$ cat config.mk
export PLATFORM = sky130hd
export DESIGN_NAME = cibt_top
export DESIGN_NICKNAME = d
export VERILOG_FILES = /design/src/design/cibt_pkg.sv /design/src/design/cibt_top.sv /design/src/design/cibt_irq_prio.sv /design/src/design/cibt_bit_timing.sv
export SDC_FILE = /design/constraint.sdc
export NUM_CORES = 1
export LEC_CHECK = 0
export BUFFER_PORTS_ARGS = -buffer_cell sky130_fd_sc_hd__buf_2
export CAP_MARGIN = 20
export CORE_MARGIN = 3
export CORE_UTILIZATION = 40
export CTS_BUF_LIST = sky130_fd_sc_hd__clkbuf_8
export CTS_CLUSTER_DIAMETER = 60
export CTS_CLUSTER_SIZE = 16
export DETAILED_ROUTE_END_ITERATION = 8
export GPL_ROUTABILITY_DRIVEN = 0
export GPL_TIMING_DRIVEN = 0
export SYNTH_ARGS = -nofsm -noshare
export SYNTH_HDL_FRONTEND = slang
export SYNTH_SLANG_ARGS = --single-unit
$ cat constraint.sdc
create_clock -name CORE_CLK -period 9.55 [get_ports CORE_CLK]
set_input_delay 0 -clock CORE_CLK [delete_from_list [all_inputs] [get_ports CORE_CLK]]
set_output_delay 0 -clock CORE_CLK [all_outputs]
set_load 0.05 [all_outputs]
$ cat src/design/cibt_pkg.sv
// Purpose: shared constants for the interrupt and bit timing block
// Assumes: 32-bit APB register words, offsets are byte addresses
// Notes:   reset values and field positions live here only

package cibt_pkg;

  // register byte offsets
  localparam logic [11:0] OFS_CTL    = 12'h000;
  localparam logic [11:0] OFS_STS    = 12'h004;
  localparam logic [11:0] OFS_BIT    = 12'h00C;
  localparam logic [11:0] OFS_INT    = 12'h010;
  localparam logic [11:0] OFS_CRQ    = 12'h020;
  localparam logic [11:0] OFS_CMSK   = 12'h024;
  localparam logic [11:0] OFS_PND_LO = 12'h140;
  localparam logic [11:0] OFS_PND_HI = 12'h144;

  // reset values
  localparam logic [3:0]  CTL_RST    = 4'h1;
  localparam logic [14:0] BIT_RST    = 15'h2301;
  localparam logic [5:0]  CRQ_RST    = 6'h01;

  // controller_control_register fields
  localparam int CTL_INIT_BIT = 0;
  localparam int CTL_IE_BIT   = 1;
  localparam int CTL_SIE_BIT  = 2;
  localparam int CTL_EIE_BIT  = 3;

  // controller_status_register fields
  localparam int STS_LEC_LSB  = 0;
  localparam int STS_TRANSMIT_OK_FLAG_BIT = 3;
  localparam int STS_RECEIVE_OK_FLAG_BIT = 4;

  // bit_timing_register fields
  localparam int BIT_BRP_LSB  = 0;
  localparam int BIT_SJW_LSB  = 6;
  localparam int BIT_TS1_LSB  = 8;
  localparam int BIT_TS2_LSB  = 12;

  // interface_command_mask fields
  localparam int CMSK_CLRPND_BIT = 3;

  // interrupt identifier codes
  localparam logic [15:0] ID_NONE   = 16'h0000;
  localparam logic [15:0] ID_STATUS = 16'h8000;

  localparam int NUM_OBJ = 32;

  typedef enum logic [1:0] {
    SEG_SYNC,
    SEG_ONE,
    SEG_TWO
  } cibt_seg_e;

endpackage : cibt_pkg

$ cat src/design/cibt_top.sv
// Purpose: interrupt cause, status and bit timing registers over APB
// Assumes: message handler events arrive on CORE_CLK, rx pin is async
// Notes:   one wait state on every APB access
//
// How it works
// - cause register shows highest priority pending source, not oldest.
// - status first, then message objects, lower number wins.
// - object interrupt stays pending until its flag is cleared.
// - reading the status register clears the status interrupt.
// - identifier zero means nothing pending; nonzero means pending.
// - with line enable set, irq line follows any pending source.
// - identifier 0x8000 after a controller status write with status change enable set, or with error enable set on error.
// - writes clear rx ok, tx ok, error code; only read drops source.
// - status change enable gates status updates onto the interrupt.
// - identifier keeps updating while line enable is low.
// - transfer with clear-pending option clears the object's flag.
// - after clearing, identifier moves to next pending object.
// - bit rates from below 1 kbit/s up to the maximum rate.
// - bit is sync, propagation and two phase segments.
// - quantum is module clock divided by prescaler.
// - prescaler 1..64, first segment 1..16, second segment 1..8, jump width 1..4.
// - resync lengthens phase one or shortens phase two by at most jump width.
// - timing fields hold functional value minus one.
// - bit time is first plus second segment plus three quanta.
// - bit processing and sync decisions once per quantum.
// - processing time after sample point is zero quanta.
//
// The register addresses and register access over APB were decided locally.

`timescale 1ns/1ps
`default_nettype none

module cibt_top
  import cibt_pkg::*;
(
  input  wire logic        CORE_CLK,
  input  wire logic        NRST,
  // apb slave
  input  wire logic        PSEL,
  input  wire logic        PENABLE,
  input  wire logic        PWRITE,
  input  wire logic [11:0] PADDR,
  input  wire logic [31:0] PWDATA,
  output logic      [31:0] PRDATA,
  output logic             PREADY,
  output logic             PSLVERR,
  // message handler events
  input  wire logic [31:0] OBJ_IRQ_SET,
  input  wire logic        STS_WRITE,
  input  wire logic        STS_ERR,
  input  wire logic [2:0]  STS_LEC,
  input  wire logic        STS_TRANSMIT_OK_FLAG,
  input  wire logic        STS_RECEIVE_OK_FLAG,
  output logic             XFER_REQ,
  output logic      [5:0]  XFER_OBJ,
  // can bus and cpu
  input  wire logic        CAN_RX,
  output logic             IRQ,
  output logic             TQ_TICK,
  output logic             BIT_START,
  output logic             SAMPLE_PULSE,
  output logic             RX_BIT
);

  ////////////////////////////////////////////////////////////////////////////

  typedef struct packed {
    logic [3:0]  ctl;
    logic [2:0]  last_error_code;
    logic        transmit_ok_flag;
    logic        receive_ok_flag;
    logic        sts_pend;
    logic [14:0] bitr;
    logic        clrpnd;
    logic [5:0]  crq;
    logic [31:0] obj_pend;
    logic        xfer;
    logic        ready;
    logic        slverr;
    logic [31:0] rdata;
    logic        irq;
  } cibt_top_s;

  cibt_top_s st_q, st_d;

  logic [15:0] int_id;
  logic        setup_done;
  logic        commit;
  logic        wr_commit;
  logic        rd_commit;
  logic        mapped;
  logic [31:0] rd_value;
  logic [31:0] clr_mask;

  ////////////////////////////////////////////////////////////////////////////
  // submodules

  cibt_irq_prio #(
    .N_OBJ       (NUM_OBJ)
  ) u_prio (
    .status_pend (st_q.sts_pend),
    .obj_pend    (st_q.obj_pend),
    .int_id      (int_id)
  );

  cibt_bit_timing u_bt (
    .clk          (CORE_CLK),
    .rst_n        (NRST),
    .enable       (~st_q.ctl[CTL_INIT_BIT]),
    .quantum_prescaler          (st_q.bitr[BIT_BRP_LSB +: 6]),
    .resync_jump_width          (st_q.bitr[BIT_SJW_LSB +: 2]),
    .time_segment_before_sample        (st_q.bitr[BIT_TS1_LSB +: 4]),
    .time_segment_after_sample        (st_q.bitr[BIT_TS2_LSB +: 3]),
    .rx_pin       (CAN_RX),
    .tq_tick      (TQ_TICK),
    .bit_start    (BIT_START),
    .sample_pulse (SAMPLE_PULSE),
    .rx_bit       (RX_BIT)
  );

  ////////////////////////////////////////////////////////////////////////////
  // address decode

  function automatic logic is_mapped(input logic [11:0] a);
    return (a == OFS_CTL) || (a == OFS_STS) || (a == OFS_BIT) ||
           (a == OFS_INT) || (a == OFS_CRQ) || (a == OFS_CMSK) ||
           (a == OFS_PND_LO) || (a == OFS_PND_HI);
  endfunction : is_mapped

  always_comb begin
    rd_value = 32'h0000_0000;
    unique case (PADDR)
      OFS_CTL:    rd_value[3:0]  = st_q.ctl;
      OFS_STS: begin
        rd_value[STS_LEC_LSB +: 3] = st_q.last_error_code;
        rd_value[STS_TRANSMIT_OK_FLAG_BIT]     = st_q.transmit_ok_flag;
        rd_value[STS_RECEIVE_OK_FLAG_BIT]     = st_q.receive_ok_flag;
      end
      OFS_BIT:    rd_value[14:0] = st_q.bitr;
      OFS_INT:    rd_value[15:0] = int_id;
      OFS_CRQ:    rd_value[5:0]  = st_q.crq;
      OFS_CMSK:   rd_value[CMSK_CLRPND_BIT] = st_q.clrpnd;
      OFS_PND_LO: rd_value[15:0] = st_q.obj_pend[15:0];
      OFS_PND_HI: rd_value[15:0] = st_q.obj_pend[31:16];
      default:    rd_value = 32'h0000_0000;
    endcase
  end

  ////////////////////////////////////////////////////////////////////////////
  // next state

  always_comb begin
    st_d       = st_q;
    mapped     = is_mapped(PADDR);
    setup_done = PSEL & PENABLE & ~st_q.ready;
    commit     = PSEL & PENABLE & st_q.ready;
    wr_commit  = commit & PWRITE & mapped;
    rd_commit  = commit & ~PWRITE & mapped;
    clr_mask   = 32'h0000_0000;

    // apb: one wait state, data and error prepared before ready
    st_d.ready = setup_done;
    if (setup_done) begin
      st_d.rdata  = PWRITE ? 32'h0000_0000 : rd_value;
      st_d.slverr = ~mapped;
    end else if (commit) begin
      st_d.slverr = 1'b0;
    end

    // register writes take effect at the completing edge
    st_d.xfer = 1'b0;
    if (wr_commit) begin
      unique case (PADDR)
        OFS_CTL: st_d.ctl = PWDATA[3:0];
        OFS_STS: begin                              // write only clears
          if (!PWDATA[STS_TRANSMIT_OK_FLAG_BIT]) begin
            st_d.transmit_ok_flag = 1'b0;
          end
          if (!PWDATA[STS_RECEIVE_OK_FLAG_BIT]) begin
            st_d.receive_ok_flag = 1'b0;
          end
          st_d.last_error_code = st_q.last_error_code & PWDATA[STS_LEC_LSB +: 3];
        end
        OFS_BIT: begin
          if (st_q.ctl[CTL_INIT_BIT]) begin
            st_d.bitr = PWDATA[14:0];
          end
        end
        OFS_CMSK: st_d.clrpnd = PWDATA[CMSK_CLRPND_BIT];
        OFS_CRQ: begin
          if (PWDATA[5:0] >= 6'h01 && PWDATA[5:0] <= 6'(NUM_OBJ)) begin
            st_d.crq  = PWDATA[5:0];
            st_d.xfer = 1'b1;
            if (st_q.clrpnd) begin
              clr_mask = 32'h0000_0001 << (PWDATA[5:0] - 6'h01);
            end
          end
        end
        default: st_d.crq = st_q.crq;
      endcase
    end

    // status read drops the status source
    if (rd_commit && PADDR == OFS_STS) begin
      st_d.sts_pend = 1'b0;
    end

    // controller status update, set wins over the read clear
    if (STS_WRITE) begin
      st_d.last_error_code  = STS_LEC;
      st_d.transmit_ok_flag = st_d.transmit_ok_flag | STS_TRANSMIT_OK_FLAG;
      st_d.receive_ok_flag = st_d.receive_ok_flag | STS_RECEIVE_OK_FLAG;
      if (st_q.ctl[CTL_SIE_BIT] || (STS_ERR && st_q.ctl[CTL_EIE_BIT])) begin
        st_d.sts_pend = 1'b1;
      end
    end

    // object flags: held until cleared, new set wins
    st_d.obj_pend = (st_q.obj_pend & ~clr_mask) | OBJ_IRQ_SET;

    // line follows identifier, gated by enable
    st_d.irq = st_q.ctl[CTL_IE_BIT] && (int_id != ID_NONE);
  end

  ////////////////////////////////////////////////////////////////////////////
  // state register

  always_ff @(posedge CORE_CLK or negedge NRST) begin
    if (!NRST) begin
      st_q <= '{ctl: CTL_RST, bitr: BIT_RST, crq: CRQ_RST, default: '0};
    end else begin
      st_q <= st_d;
    end
  end

  ////////////////////////////////////////////////////////////////////////////
  // outputs

  assign PRDATA   = st_q.rdata;
  assign PREADY   = st_q.ready;
  assign PSLVERR  = st_q.slverr;
  assign IRQ      = st_q.irq;
  assign XFER_REQ = st_q.xfer;
  assign XFER_OBJ = st_q.crq;

endmodule : cibt_top

`default_nettype wire

$ cat src/design/cibt_irq_prio.sv
// Purpose: picks the highest priority pending interrupt
// Assumes: object 1 sits at bit 0 of the pending map
// Notes:   purely combinational, no state

`timescale 1ns/1ps
`default_nettype none

module cibt_irq_prio
  import cibt_pkg::*;
#(
  parameter int N_OBJ = NUM_OBJ
) (
  input  wire logic              status_pend,
  input  wire logic [N_OBJ-1:0]  obj_pend,
  output logic      [15:0]       int_id
);

  // lowest object number wins, coded as number (index plus one)
  function automatic logic [15:0] first_obj(input logic [N_OBJ-1:0] p);
    logic [15:0] r;
    r = ID_NONE;
    for (int i = N_OBJ - 1; i >= 0; i--) begin
      if (p[i]) begin
        r = 16'(i + 1);
      end
    end
    return r;
  endfunction : first_obj

  always_comb begin
    if (status_pend) begin
      int_id = ID_STATUS;
    end else begin
      int_id = first_obj(obj_pend);
    end
  end

endmodule : cibt_irq_prio

`default_nettype wire

$ cat src/design/cibt_bit_timing.sv
// Purpose: quantum prescaler and bit time segment sequencer
// Assumes: rx pin is asynchronous, dominant is low
// Notes:   all decisions are taken on the quantum tick

`timescale 1ns/1ps
`default_nettype none

module cibt_bit_timing
  import cibt_pkg::*;
(
  input  wire logic        clk,
  input  wire logic        rst_n,
  input  wire logic        enable,
  input  wire logic [5:0]  quantum_prescaler,
  input  wire logic [1:0]  resync_jump_width,
  input  wire logic [3:0]  time_segment_before_sample,
  input  wire logic [2:0]  time_segment_after_sample,
  input  wire logic        rx_pin,
  output logic             tq_tick,
  output logic             bit_start,
  output logic             sample_pulse,
  output logic             rx_bit
);

  typedef struct packed {
    logic       rx_m;
    logic       rx_s;
    logic       rx_prev;
    logic [5:0] pre;
    logic       tick;
    logic       edge_seen;
    cibt_seg_e  seg;
    logic [4:0] cnt;
    logic [4:0] len;
    logic       bstart;
    logic       sample;
    logic       bitv;
  } cibt_bt_s;

  cibt_bt_s st_q, st_d;

  logic       edge_now;
  logic       edge_any;
  logic       quantum;
  logic [4:0] jump;
  logic [4:0] rem;

  always_comb begin
    st_d        = st_q;
    st_d.rx_m   = rx_pin;
    st_d.rx_s   = st_q.rx_m;
    st_d.rx_prev = st_q.rx_s;
    edge_now    = st_q.rx_prev & ~st_q.rx_s;
    quantum     = enable && (st_q.pre == quantum_prescaler);
    edge_any    = st_q.edge_seen | edge_now;
    jump        = 5'(resync_jump_width) + 5'h01;
    rem         = st_q.len - st_q.cnt;
    st_d.tick   = quantum;
    st_d.bstart = 1'b0;
    st_d.sample = 1'b0;
    st_d.edge_seen = edge_now | (st_q.edge_seen & ~quantum);
    st_d.pre    = quantum ? 6'h00 : st_q.pre + 6'h01;
    if (!enable) begin
      st_d.pre  = 6'h00;
      st_d.seg  = SEG_SYNC;
      st_d.cnt  = 5'h00;
    end else if (quantum) begin
      unique case (st_q.seg)
        SEG_SYNC: begin                           // one quantum
          st_d.seg    = SEG_ONE;
          st_d.cnt    = 5'h00;
          st_d.len    = 5'(time_segment_before_sample) + 5'h01;
          st_d.bstart = 1'b1;
        end
        SEG_ONE: begin
          if (edge_any) begin                     // lengthen
            st_d.len = st_q.len + ((st_q.cnt + 5'h01 < jump) ? st_q.cnt + 5'h01 : jump);
          end
          if (!edge_any && st_q.cnt + 5'h01 >= st_q.len) begin
            st_d.seg    = SEG_TWO;                // no extra quanta
            st_d.cnt    = 5'h00;
            st_d.len    = 5'(time_segment_after_sample) + 5'h01;
            st_d.sample = 1'b1;
            st_d.bitv   = st_q.rx_s;
          end else begin
            st_d.cnt = st_q.cnt + 5'h01;
          end
        end
        SEG_TWO: begin
          if (edge_any && rem <= jump) begin      // shorten
            st_d.seg    = SEG_ONE;
            st_d.cnt    = 5'h00;
            st_d.len    = 5'(time_segment_before_sample) + 5'h01;
            st_d.bstart = 1'b1;
          end else if (st_q.cnt + 5'h01 >= (edge_any ? st_q.len - jump : st_q.len)) begin
            st_d.seg = SEG_SYNC;
            st_d.cnt = 5'h00;
          end else begin
            st_d.cnt = st_q.cnt + 5'h01;
            if (edge_any) begin
              st_d.len = st_q.len - jump;
            end
          end
        end
        default: st_d.seg = SEG_SYNC;
      endcase
    end
  end

  always_ff @(posedge clk or negedge rst_n) begin
    if (!rst_n) begin
      st_q <= '{rx_m: 1'b1, rx_s: 1'b1, rx_prev: 1'b1, seg: SEG_SYNC, bitv: 1'b1, default: '0};
    end else begin
      st_q <= st_d;
    end
  end

  assign tq_tick      = st_q.tick;
  assign bit_start    = st_q.bstart;
  assign sample_pulse = st_q.sample;
  assign rx_bit       = st_q.bitv;

endmodule : cibt_bit_timing

`default_nettype wire

==> results of run 1 <==
[state kept, by name, summed over array words and instances (netlist names), 2 cells and up]
register   cells
PRDATA        16
u_bt.st_q     20
u_bt.st_d      2
XFER_OBJ       6
st_q          58
[how the worst max path moves through the flow]
stage                        startpoint                   endpoint  slack, ns  cells past startpoint
3_3_place_gp   u_bt.st_q[8]$_DFFE_PN0P_   u_bt.st_q[7]$_DFFE_PN0P_       6.01                     16
2_1_floorplan  u_bt.st_q[8]$_DFFE_PN0P_   u_bt.st_q[7]$_DFFE_PN0P_       6.35                     16
3_5_place_dp   u_bt.st_q[8]$_DFFE_PN0P_   u_bt.st_q[7]$_DFFE_PN0P_       6.02                     16
5_1_grt            st_q[81]$_DFFE_PN0P_  u_bt.st_q[13]$_DFFE_PN0P_       5.66                     13
4_1_cts        u_bt.st_q[8]$_DFFE_PN0P_   u_bt.st_q[7]$_DFFE_PN0P_       6.00                     16
6_report       u_bt.st_q[8]$_DFFE_PN0P_   u_bt.st_q[7]$_DFFE_PN0P_       5.98                     16
[stage by stage]
| stage | std cells | utilization (%) |
|---|---|---|
| detailed placement | 1082 | 46.6 |
| CTS | 1164 | 51.6 |
| global route | 1164 | 51.6 |
| global placement | 1081 | 46.4 |
| floorplan | 764 | - |
| finish | 1164 | 51.6 |
[area by class of cell]
| type | count | share of cell area (%) |
|---|---|---|
| Multi-Input combinational cell | 551 | 43.1 |
| Clock inverter | 7 | 0.620 |
| Timing Repair Buffer | 164 | 13.6 |
| Sequential cell | 110 | 31.8 |
| Buffer | 61 | 4.41 |
| Clock buffer | 9 | 1.43 |
| Tap cell | 220 | 3.17 |
| Inverter | 42 | 1.82 |
[kinds of logic (layout without fill, tap and decap cells)]
logic type      Yosys count  after routing
other cells               1             17
compound gates          178            178
simple gates            240            240
flops                   110            110
fa+ha+maj                39             39
xor+xnor                 26             26
buf+inv                 103            283
mux                      51             51
[layer usage]
| metal | vias up | track usage, % |
|---|---|---|
| met5 | - | 0 |
| met4 | 0 | 3.80 |
| met3 | 14 | 4.07 |
| met2 | 163 | 32.8 |
| met1 | 2874 | 29.5 |
| li1 | 2993 | - |
[placed cells by master, fill, tap and decap left out, types with 4 or more instances in the layout]
cell / count
dfrtp_1: 100
buf_2: 99
nand2_1: 83
dlygate4sd3_1: 66
o21ai_0: 47
nor2_1: 44
inv_1: 43
buf_4: 38
a21o_1: 37
ha_1: 36
mux2_2: 34
nand3_1: 31
a21oi_1: 30
xnor2_1: 18
clkbuf_1: 17
mux2i_1: 17
conb_1: 17
a22oi_1: 11
dfstp_2: 10
nor3_1: 9
nor4_1: 9
clkbuf_8: 9
xor2_1: 8
nor2b_1: 8
nand2b_1: 7
or3_1: 7
nand4_1: 6
or2_2: 5
and3_1: 5
and2_1: 5
o22ai_1: 5
o211ai_1: 5
a211oi_1: 4
o31ai_1: 4
o31a_1: 4
a22o_1: 4
[worst max-delay path, delay by kind of cell (launching register included)]
| kind | cells | cell delay (ns) |
|---|---|---|
| and+or+nand+nor | 2 | 0.30 |
| muxes | 2 | 0.48 |
| DFF | 1 | 0.50 |
| AOI/OAI and AO/OA | 5 | 0.59 |
| buffers and inverters | 2 | 0.13 |
| xor gates and xnor gates | 1 | 0.13 |
| adders and majority gates | 4 | 1.34 |
[report_power, final]
part	leakage [nW]	internal (mW)	total, mW	switching (mW)
logic	2.50	0.237	0.572	0.336
clock network	0.0892	0.0958	0.267	0.171
registers	1.29	0.493	0.525	0.0328
==> results.tsv, run 1 <==
stage	metric	value	unit
placed_design	postPlaceCellArea	7840	um^2
sta	rsz0062_at_grt	no	
sta	fin_crit_sh	37.3	%
die	io_pins	135	
critical_path	crit_required	9.83	ns
placed_design	dpl.hpwl	14800	um
routing	top_layer_used	met4	
sta	report.final.setup_viol	0	
die	core	16800	um^2
critical_path	reg2reg_depth	16	
cells_and_area	design_area	8680	um^2
routing	wl_per_cell	16.8	um
synthesis	yosys.area.top_type_share	35.8	%
synthesis	synth-seq-area-share	39.6	%
synthesis	synthMuxAreaShare	7.91	%
sta	max_slew_margin	37.6	%
worst_hold_path	hold_depth	2	
synthesis	synthFlopType	dfrtp_1	
sta	finalWorstSetupSlack	5.98	ns
cells_and_area	multiInputGateArea	3740	um^2
routing	wl_met3	922	um
clocking	cts_buffers	9	
synthesis	async_flop_share	100	%
critical_path	crit_top_cell	ha_1	
cells_and_area	n_antenna_cell	0	
critical_path	crit_fanout	9	
worst_hold_path	hp-start	STS_WRITE	
routing	dr.first_iter.drc_count	424	
outcome	status	finished with violations	
clocking	tritoncts	yes	
power	peakVddDrop	0.106	mV
global_routing	overflow	0	
synthesis	synth_xor_area_share	3.26	%
critical_path	critical_path_class	reg2reg	
routing	via_count	6044	
clocking	cts_root_buf	clkbuf_8	
die	die_x	138	um
synthesis	synth_area_leader_cell	dfrtp_1	
routing	routed_wl	19600	um
power	power.density	157	nW/um^2
synthesis	synth_common_cells	100 x dfrtp_1, 83 x nand2_1, 47 x o21ai_0	
clocking	clockBufferDepth	2	
critical_path	start_kind	flop	
clocking	clock_latency	0.39	ns
routing	viasPerCell	5.19	
global_routing	grt_pass1_vias	5910	
sta	max_freq	0.280	GHz
critical_path	crit_path_max_incr_delay	0.50	ns
routing	drc	0	
synthesis	synth_area	6990	um^2
routing	drt-met1-wl	9390	um
worst_hold_path	whs_endpoint	st_q[95]$_DFFE_PN0P_	
critical_path	rrSetupSlack	5.98	ns
cells_and_area	drive_gt1_share	22.7	%
run	maxCapViolCount	0	
global_routing	grt_max_degree	57	
synthesis	avgSynthCellArea	9.34	um^2
synthesis	synth_top_family_by_area	simple AND/OR/NAND/NOR gates	
critical_path	cp.arrival	3.85	ns
routing	wl_met2	9040	um
synthesis	yosys_warnings	0	
synthesis	synth_compound_area_share	16.9	%
global_routing	antenna_found_initial	0	
synthesis	synth_area_leaders	dfrtp_1 36%, ha_1 6.4%, mux2_2 5.5%, nand2_1 4.5%, buf_4 4.1%	
cells_and_area	fin_nets	1067	
synthesis	synth-simple-area-share	17.3	%
critical_path	path_cells	ha_1 -> ha_1 -> a21boi_0 -> o21ai_0 -> nand3_1 -> mux2i_1 -> ha_1 -> inv_1 -> fa_1 -> inv_1 -> a21o_1 -> a21oi_1 -> xnor2_1 -> nand4_1 -> o211ai_1 -> mux2_2	
sta	finalCriticalPeriod	3.57	ns
clocking	htreeDepth	3	
sta	final_hold_viol_count	1	
outcome	violations	negative hold slack	
placed_design	pre_cts_slack	6.02	ns
sta	hold_ws	-0.00516	ns
cells_and_area	seq_area	2770	um^2
sta	skew	0.0138	ns
critical_path	cp-end-kind	flop	
synthesis	synthAdderAreaFrac	7.30	%
critical_path	rr_endpoint	u_bt.st_q[7]$_DFFE_PN0P_	
critical_path	r2r_start	u_bt.st_q[8]$_DFFE_PN0P_	
cells_and_area	n_fill_cell	1651	
synthesis	yosysUniqueCellTypes	71	
sta	fin_tns_setup	0	ns
routing	final_antenna_net_count	0	
sta	finalMaxSlewViolations	0	
routing	dr.pass1.iters	5	
synthesis	synth.most_common_cell	dfrtp_1	
die	die_area	19100	um^2
clocking	clk_pin_slew	0.10	ns
global_routing	grt_first_pass_wirelength	31800	um
clocking	cts_setup_buffers	0	
clocking	cts_hold_buf	66	
synthesis	syn_inst	748	
sta	worst_pin_slew	0.924	ns
power	totalPowerFinal	1.36	mW
synthesis	synth_edf_count	0	
clocking	numClockSinks	110	
clocking	cts-resized-gates	0	
cells_and_area	syn2layout_area_growth	24.2	%
die	fp.dieH	138	um
die	rows	47	
power	p_leak	3.88	nW
global_routing	grt_usage	20.6	%
synthesis	ys_seq_elements	110	
critical_path	slowest_stage	dfrtp_1	
worst_hold_path	hp-class	in2reg	
placed_design	io_buffers	97	
die	start_util	41.6	%
Power figures use the tool's default switching activity.
==> run 2, diff against run 1 <==
--- a/config.mk
+++ b/config.mk
@@ -5,6 +5,7 @@
 export SDC_FILE = /design/constraint.sdc
 export NUM_CORES = 1
 export LEC_CHECK = 0
+export ABC_AREA = 1
 export BUFFER_PORTS_ARGS = -buffer_cell sky130_fd_sc_hd__buf_2
 export CAP_MARGIN = 20
 export CORE_MARGIN = 3
==> constraint.sdc (replaced) <==
create_clock -name CORE_CLK -period 3.35 [get_ports CORE_CLK]
set_input_delay 0 -clock CORE_CLK [delete_from_list [all_inputs] [get_ports CORE_CLK]]
set_output_delay 0 -clock CORE_CLK [all_outputs]
set_load 0.05 [all_outputs]
==> run 2 against run 1 <==
The run now ends clean. Utilization rose by 0.91 points. Worst hold slack improved by 0.025 ns. Power rose to 3.0 times the previous value. Non-clock buffer count rose by 6. Register-to-register slack got worse by 5.8 ns. Global-route usage rose by 1.0 points. Clock skew fell by 0.0020 ns. Clock power rose to 3.1 times the previous value. Largest power group unchanged. Worst setup slack got worse by 5.8 ns. Via count rose by 10%. Count of clock-buffer cells in the layout rose by 1.
==> results.tsv, run 2 <==
stage	metric	value	unit	change
outcome	status	completed		
routing	final_antenna_net_count	0		unchanged
clocking	cts_buffers	9		unchanged
cells_and_area	design_area	9180	um^2	+5.7%
sta	max_freq	0.312	GHz	+11%
power	share_comb_of_total_power	44.1	%	+2.2 points
placed_design	postPlaceCellArea	8120	um^2	+3.6%
power	switching_share	38.8	%	-0.73 points
run	maxCapViolCount	0		unchanged
clocking	clock_latency	0.39	ns	about the same
critical_path	crit_path_max_incr_delay	0.46	ns	-0.04 ns
synthesis	synth.most_common_cell	nand2_1		
routing	dr.pass1.iters	5		unchanged
sta	skew	0.0118	ns	-0.00201 ns
clocking	tritoncts	yes		
cells_and_area	multiInputGateArea	3760	um^2	+0.53%
die	die_area	19700	um^2	+3.0%
sta	fin_tns_setup	0	ns	unchanged
synthesis	synthFlopType	dfrtp_1		
synthesis	syn_inst	889		+19%
critical_path	cp.arrival	3.47	ns	-0.38 ns
synthesis	synth_area_leaders	dfrtp_1 35%, nand2_1 8.0%, inv_1 6.4%, ha_1 6.2%, nor2_1 4.7%		
critical_path	cp_num_buf_inv	2		unchanged
synthesis	yosys_warnings	0		unchanged
routing	routed_wl	21200	um	+8.1%
global_routing	antenna_found_initial	0		unchanged
synthesis	synth_area	7210	um^2	+3.2%
die	rows	48		+2.1%
clocking	clk_pin_slew	0.10	ns	about the same
synthesis	synth_edf_count	0		unchanged
cells_and_area	largest_reg_flops	58		unchanged
synthesis	yosysUniqueCellTypes	57		-20%
global_routing	overflow	0		unchanged
power	p_leak	4.44	nW	+15%
global_routing	grt_pass1_vias	6631		+12%
sta	final_hold_viol_count	0		-1
global_routing	gr-usage-met1	29.4	%	-0.18 points
global_routing	grt_first_pass_wirelength	33900	um	+6.7%
synthesis	synth-seq-area-share	38.4	%	-1.2 points
power	p_seq_share	35.8	%	-2.7 points
routing	via_count	6671		+10%
power	peakVddDrop	0.326	mV	+210%
clocking	clockBufferDepth	2		unchanged
worst_hold_path	hp-class	in2async		
cells_and_area	n_fill_cell	1683		+1.9%
critical_path	path_cells	ha_4 -> inv_4 -> ha_4 -> a21o_1 -> a2111oi_4 -> nor2_1 -> a21oi_2 -> ha_2 -> inv_2 -> fa_2 -> o21ai_2 -> xor2_1 -> nor2_1 -> o311ai_2 -> o21ai_1		
routing	dr.first_iter.drc_count	456		+7.5%
global_routing	use_met3	3.65	%	-0.42 points
critical_path	cp-end-kind	flop		
sta	report.final.setup_viol	0		unchanged
cells_and_area	seq_area	2770	um^2	+0.18%
sta	finalMaxSlewViolations	0		unchanged
placed_design	io_buffers	100		+3.1%
global_routing	grt_usage	21.6	%	+1.0 points
critical_path	crit_fanout	4		-5
sta	finalCriticalPeriod	3.20	ns	-0.366 ns
clocking	numClockSinks	110		unchanged
power	switching_power	1.61	mW	+200%
routing	drc	0		unchanged
critical_path	slowest_stage	dfrtp_2		
cells_and_area	final_common_cell	nand2_1		
synthesis	synth_common_cells	153 x nand2_1, 123 x inv_1, 100 x dfrtp_1		
power	power.density	453	nW/um^2	+190%
synthesis	avgSynthCellArea	8.11	um^2	-13%
die	fp.dieH	140	um	+1.5%
critical_path	start_kind	flop		
cells_and_area	fin_nets	1221		+14%
die	die_x	140	um	+1.5%
critical_path	crit_family	compound AO/OA/AOI/OAI gates		
global_routing	grt_max_degree	88		+54%
placed_design	dpl.hpwl	16100	um	+9.0%
clocking	cts_root_buf	clkbuf_8		
synthesis	ys_seq_elements	110		unchanged
power	internal_power	2.54	mW	+210%
routing	viasPerCell	5.04		-2.9%
power	clkPwrFrac	20.1	%	+0.5 points
synthesis	async_flop_share	100	%	unchanged
critical_path	worstSetupStartpoint	st_q[81]$_DFFE_PN0P_		
global_routing	busiest_layer	met2		
critical_path	crit_required	3.62	ns	-6.21 ns
critical_path	critical_path_class	reg2reg		
cells_and_area	n_antenna_cell	0		unchanged
sta	rsz0062_at_grt	yes		
sta	fin_crit_sh	95.5	%	+58 points
critical_path	r2r_start	st_q[81]$_DFFE_PN0P_		
routing	wl_per_cell	16.0	um	-4.9%
global_routing	globalRouteMet2Util	35.5	%	+2.7 points
die	io_pins	135		unchanged
cells_and_area	drive_gt1_share	24.0	%	+1.3 points
synthesis	synth_area_leader_cell	dfrtp_1		
cells_and_area	most-common-layout-cells	152 x nand2_1, 121 x inv_1, 103 x buf_2		
die	core	17500	um^2	+3.9%
cells_and_area	top_register	st_q		
cells_and_area	syn2layout_area_growth	27.3	%	
sta	worst_pin_slew	0.636	ns	-0.288 ns
clocking	htreeDepth	3		unchanged
die	start_util	41.3	%	-0.30 points
sta	max_slew_margin	57.3	%	+20 points
synthesis	yosys.area.top_type_share	34.7	%	-1.1 points
[run 2: changes by cell type in the layout (fill, tap and decap cells not counted), sizes merged, moves of 21 or more]
cell,change
nor2,+55
nand3,+27
nand2,+71
buf,+21
mux2,-25
inv,+97
[run 2: layout make-up]
class / instances / share of cell area, %
multi-input combinational: 603 / 41.0
inverter: 138 / 5.70
sequential: 110 / 30.2
timing repair buffer: 177 / 13.7
tap: 225 / 3.07
buffer: 54 / 4.21
clock buffer: 10 / 1.50
clock inverter: 6 / 0.681
[run 2: what timing repair did]
item | CTS | global route
pin swaps | 6 | 7
gates cloned | 0 | 1
buffers inserted | 8 | 6
hold buffers | 61 | 0
gates resized for setup | 14 | 21
endpoints found under the setup margin | 7 | 12
endpoints found under the hold margin | 158 | 0
[run 2: cells by family after synthesis]
kind of cell / synth area share, %
mux: 1.82
buf+inv: 12.5
fa+ha+maj: 7.08
xor+xnor: 2.67
other cells: 0.0520
simple gates: 21.3
flops: 38.4
compound gates: 16.2
[run 2: layer usage]
layer  wire, um  part of all wire, %  up-vias
met5          0                    0        -
met4        475                  2.2        0
met3       1190                  5.6       39
met2      10000                   47      230
met1       9500                   45     3116
li1           -                    -     3286
[run 2: per-stage QoR]
| stage | std cells | hold WS, ns | setup WS (ns) | power, mW | util [%] |
|---|---|---|---|---|---|
| floorplan | 905 | -0.296 | 0.00632 | 2.61 | - |
| global placement | 1230 | 0.120 | -0.464 | 2.99 | 46.3 |
| detailed placement | 1231 | -0.126 | -0.520 | 3.02 | 46.5 |
| CTS | 1316 | 0.00407 | 0.0121 | 3.99 | 51.7 |
| global route | 1323 | 0.00852 | -0.0370 | 4.50 | 52.5 |
| finish | 1323 | 0.0202 | 0.149 | 4.16 | 52.5 |
[run 2: worst paths after layout]
check,endpoint,slack [ns],depth (start not counted)
min in group CORE_CLK,st_q[51]$_DFF_PN0_,0.03,5
max in group asynchronous,u_bt.st_d[24]$_DFF_PN1_,2.59,3
hold reg to reg,u_bt.st_d[23]$_DFF_PN1_,0.36,0
setup / recovery,u_bt.st_q[7]$_DFFE_PN0P_,0.15,15
setup reg to reg,u_bt.st_q[7]$_DFFE_PN0P_,0.15,15
hold / removal,st_q[63]$_DFF_PN0_,0.02,2
[run 2: power groups by stage]
stage / registers (mW) / clock network, mW / logic [mW]
after detailed placement: 1.52 / 0 / 1.50
after floorplan: 1.56 / 0 / 1.05
after CTS: 1.49 / 0.862 / 1.64
final: 1.49 / 0.835 / 1.83
after global placement: 1.52 / 0 / 1.47
after global routing: 1.50 / 0.924 / 2.07
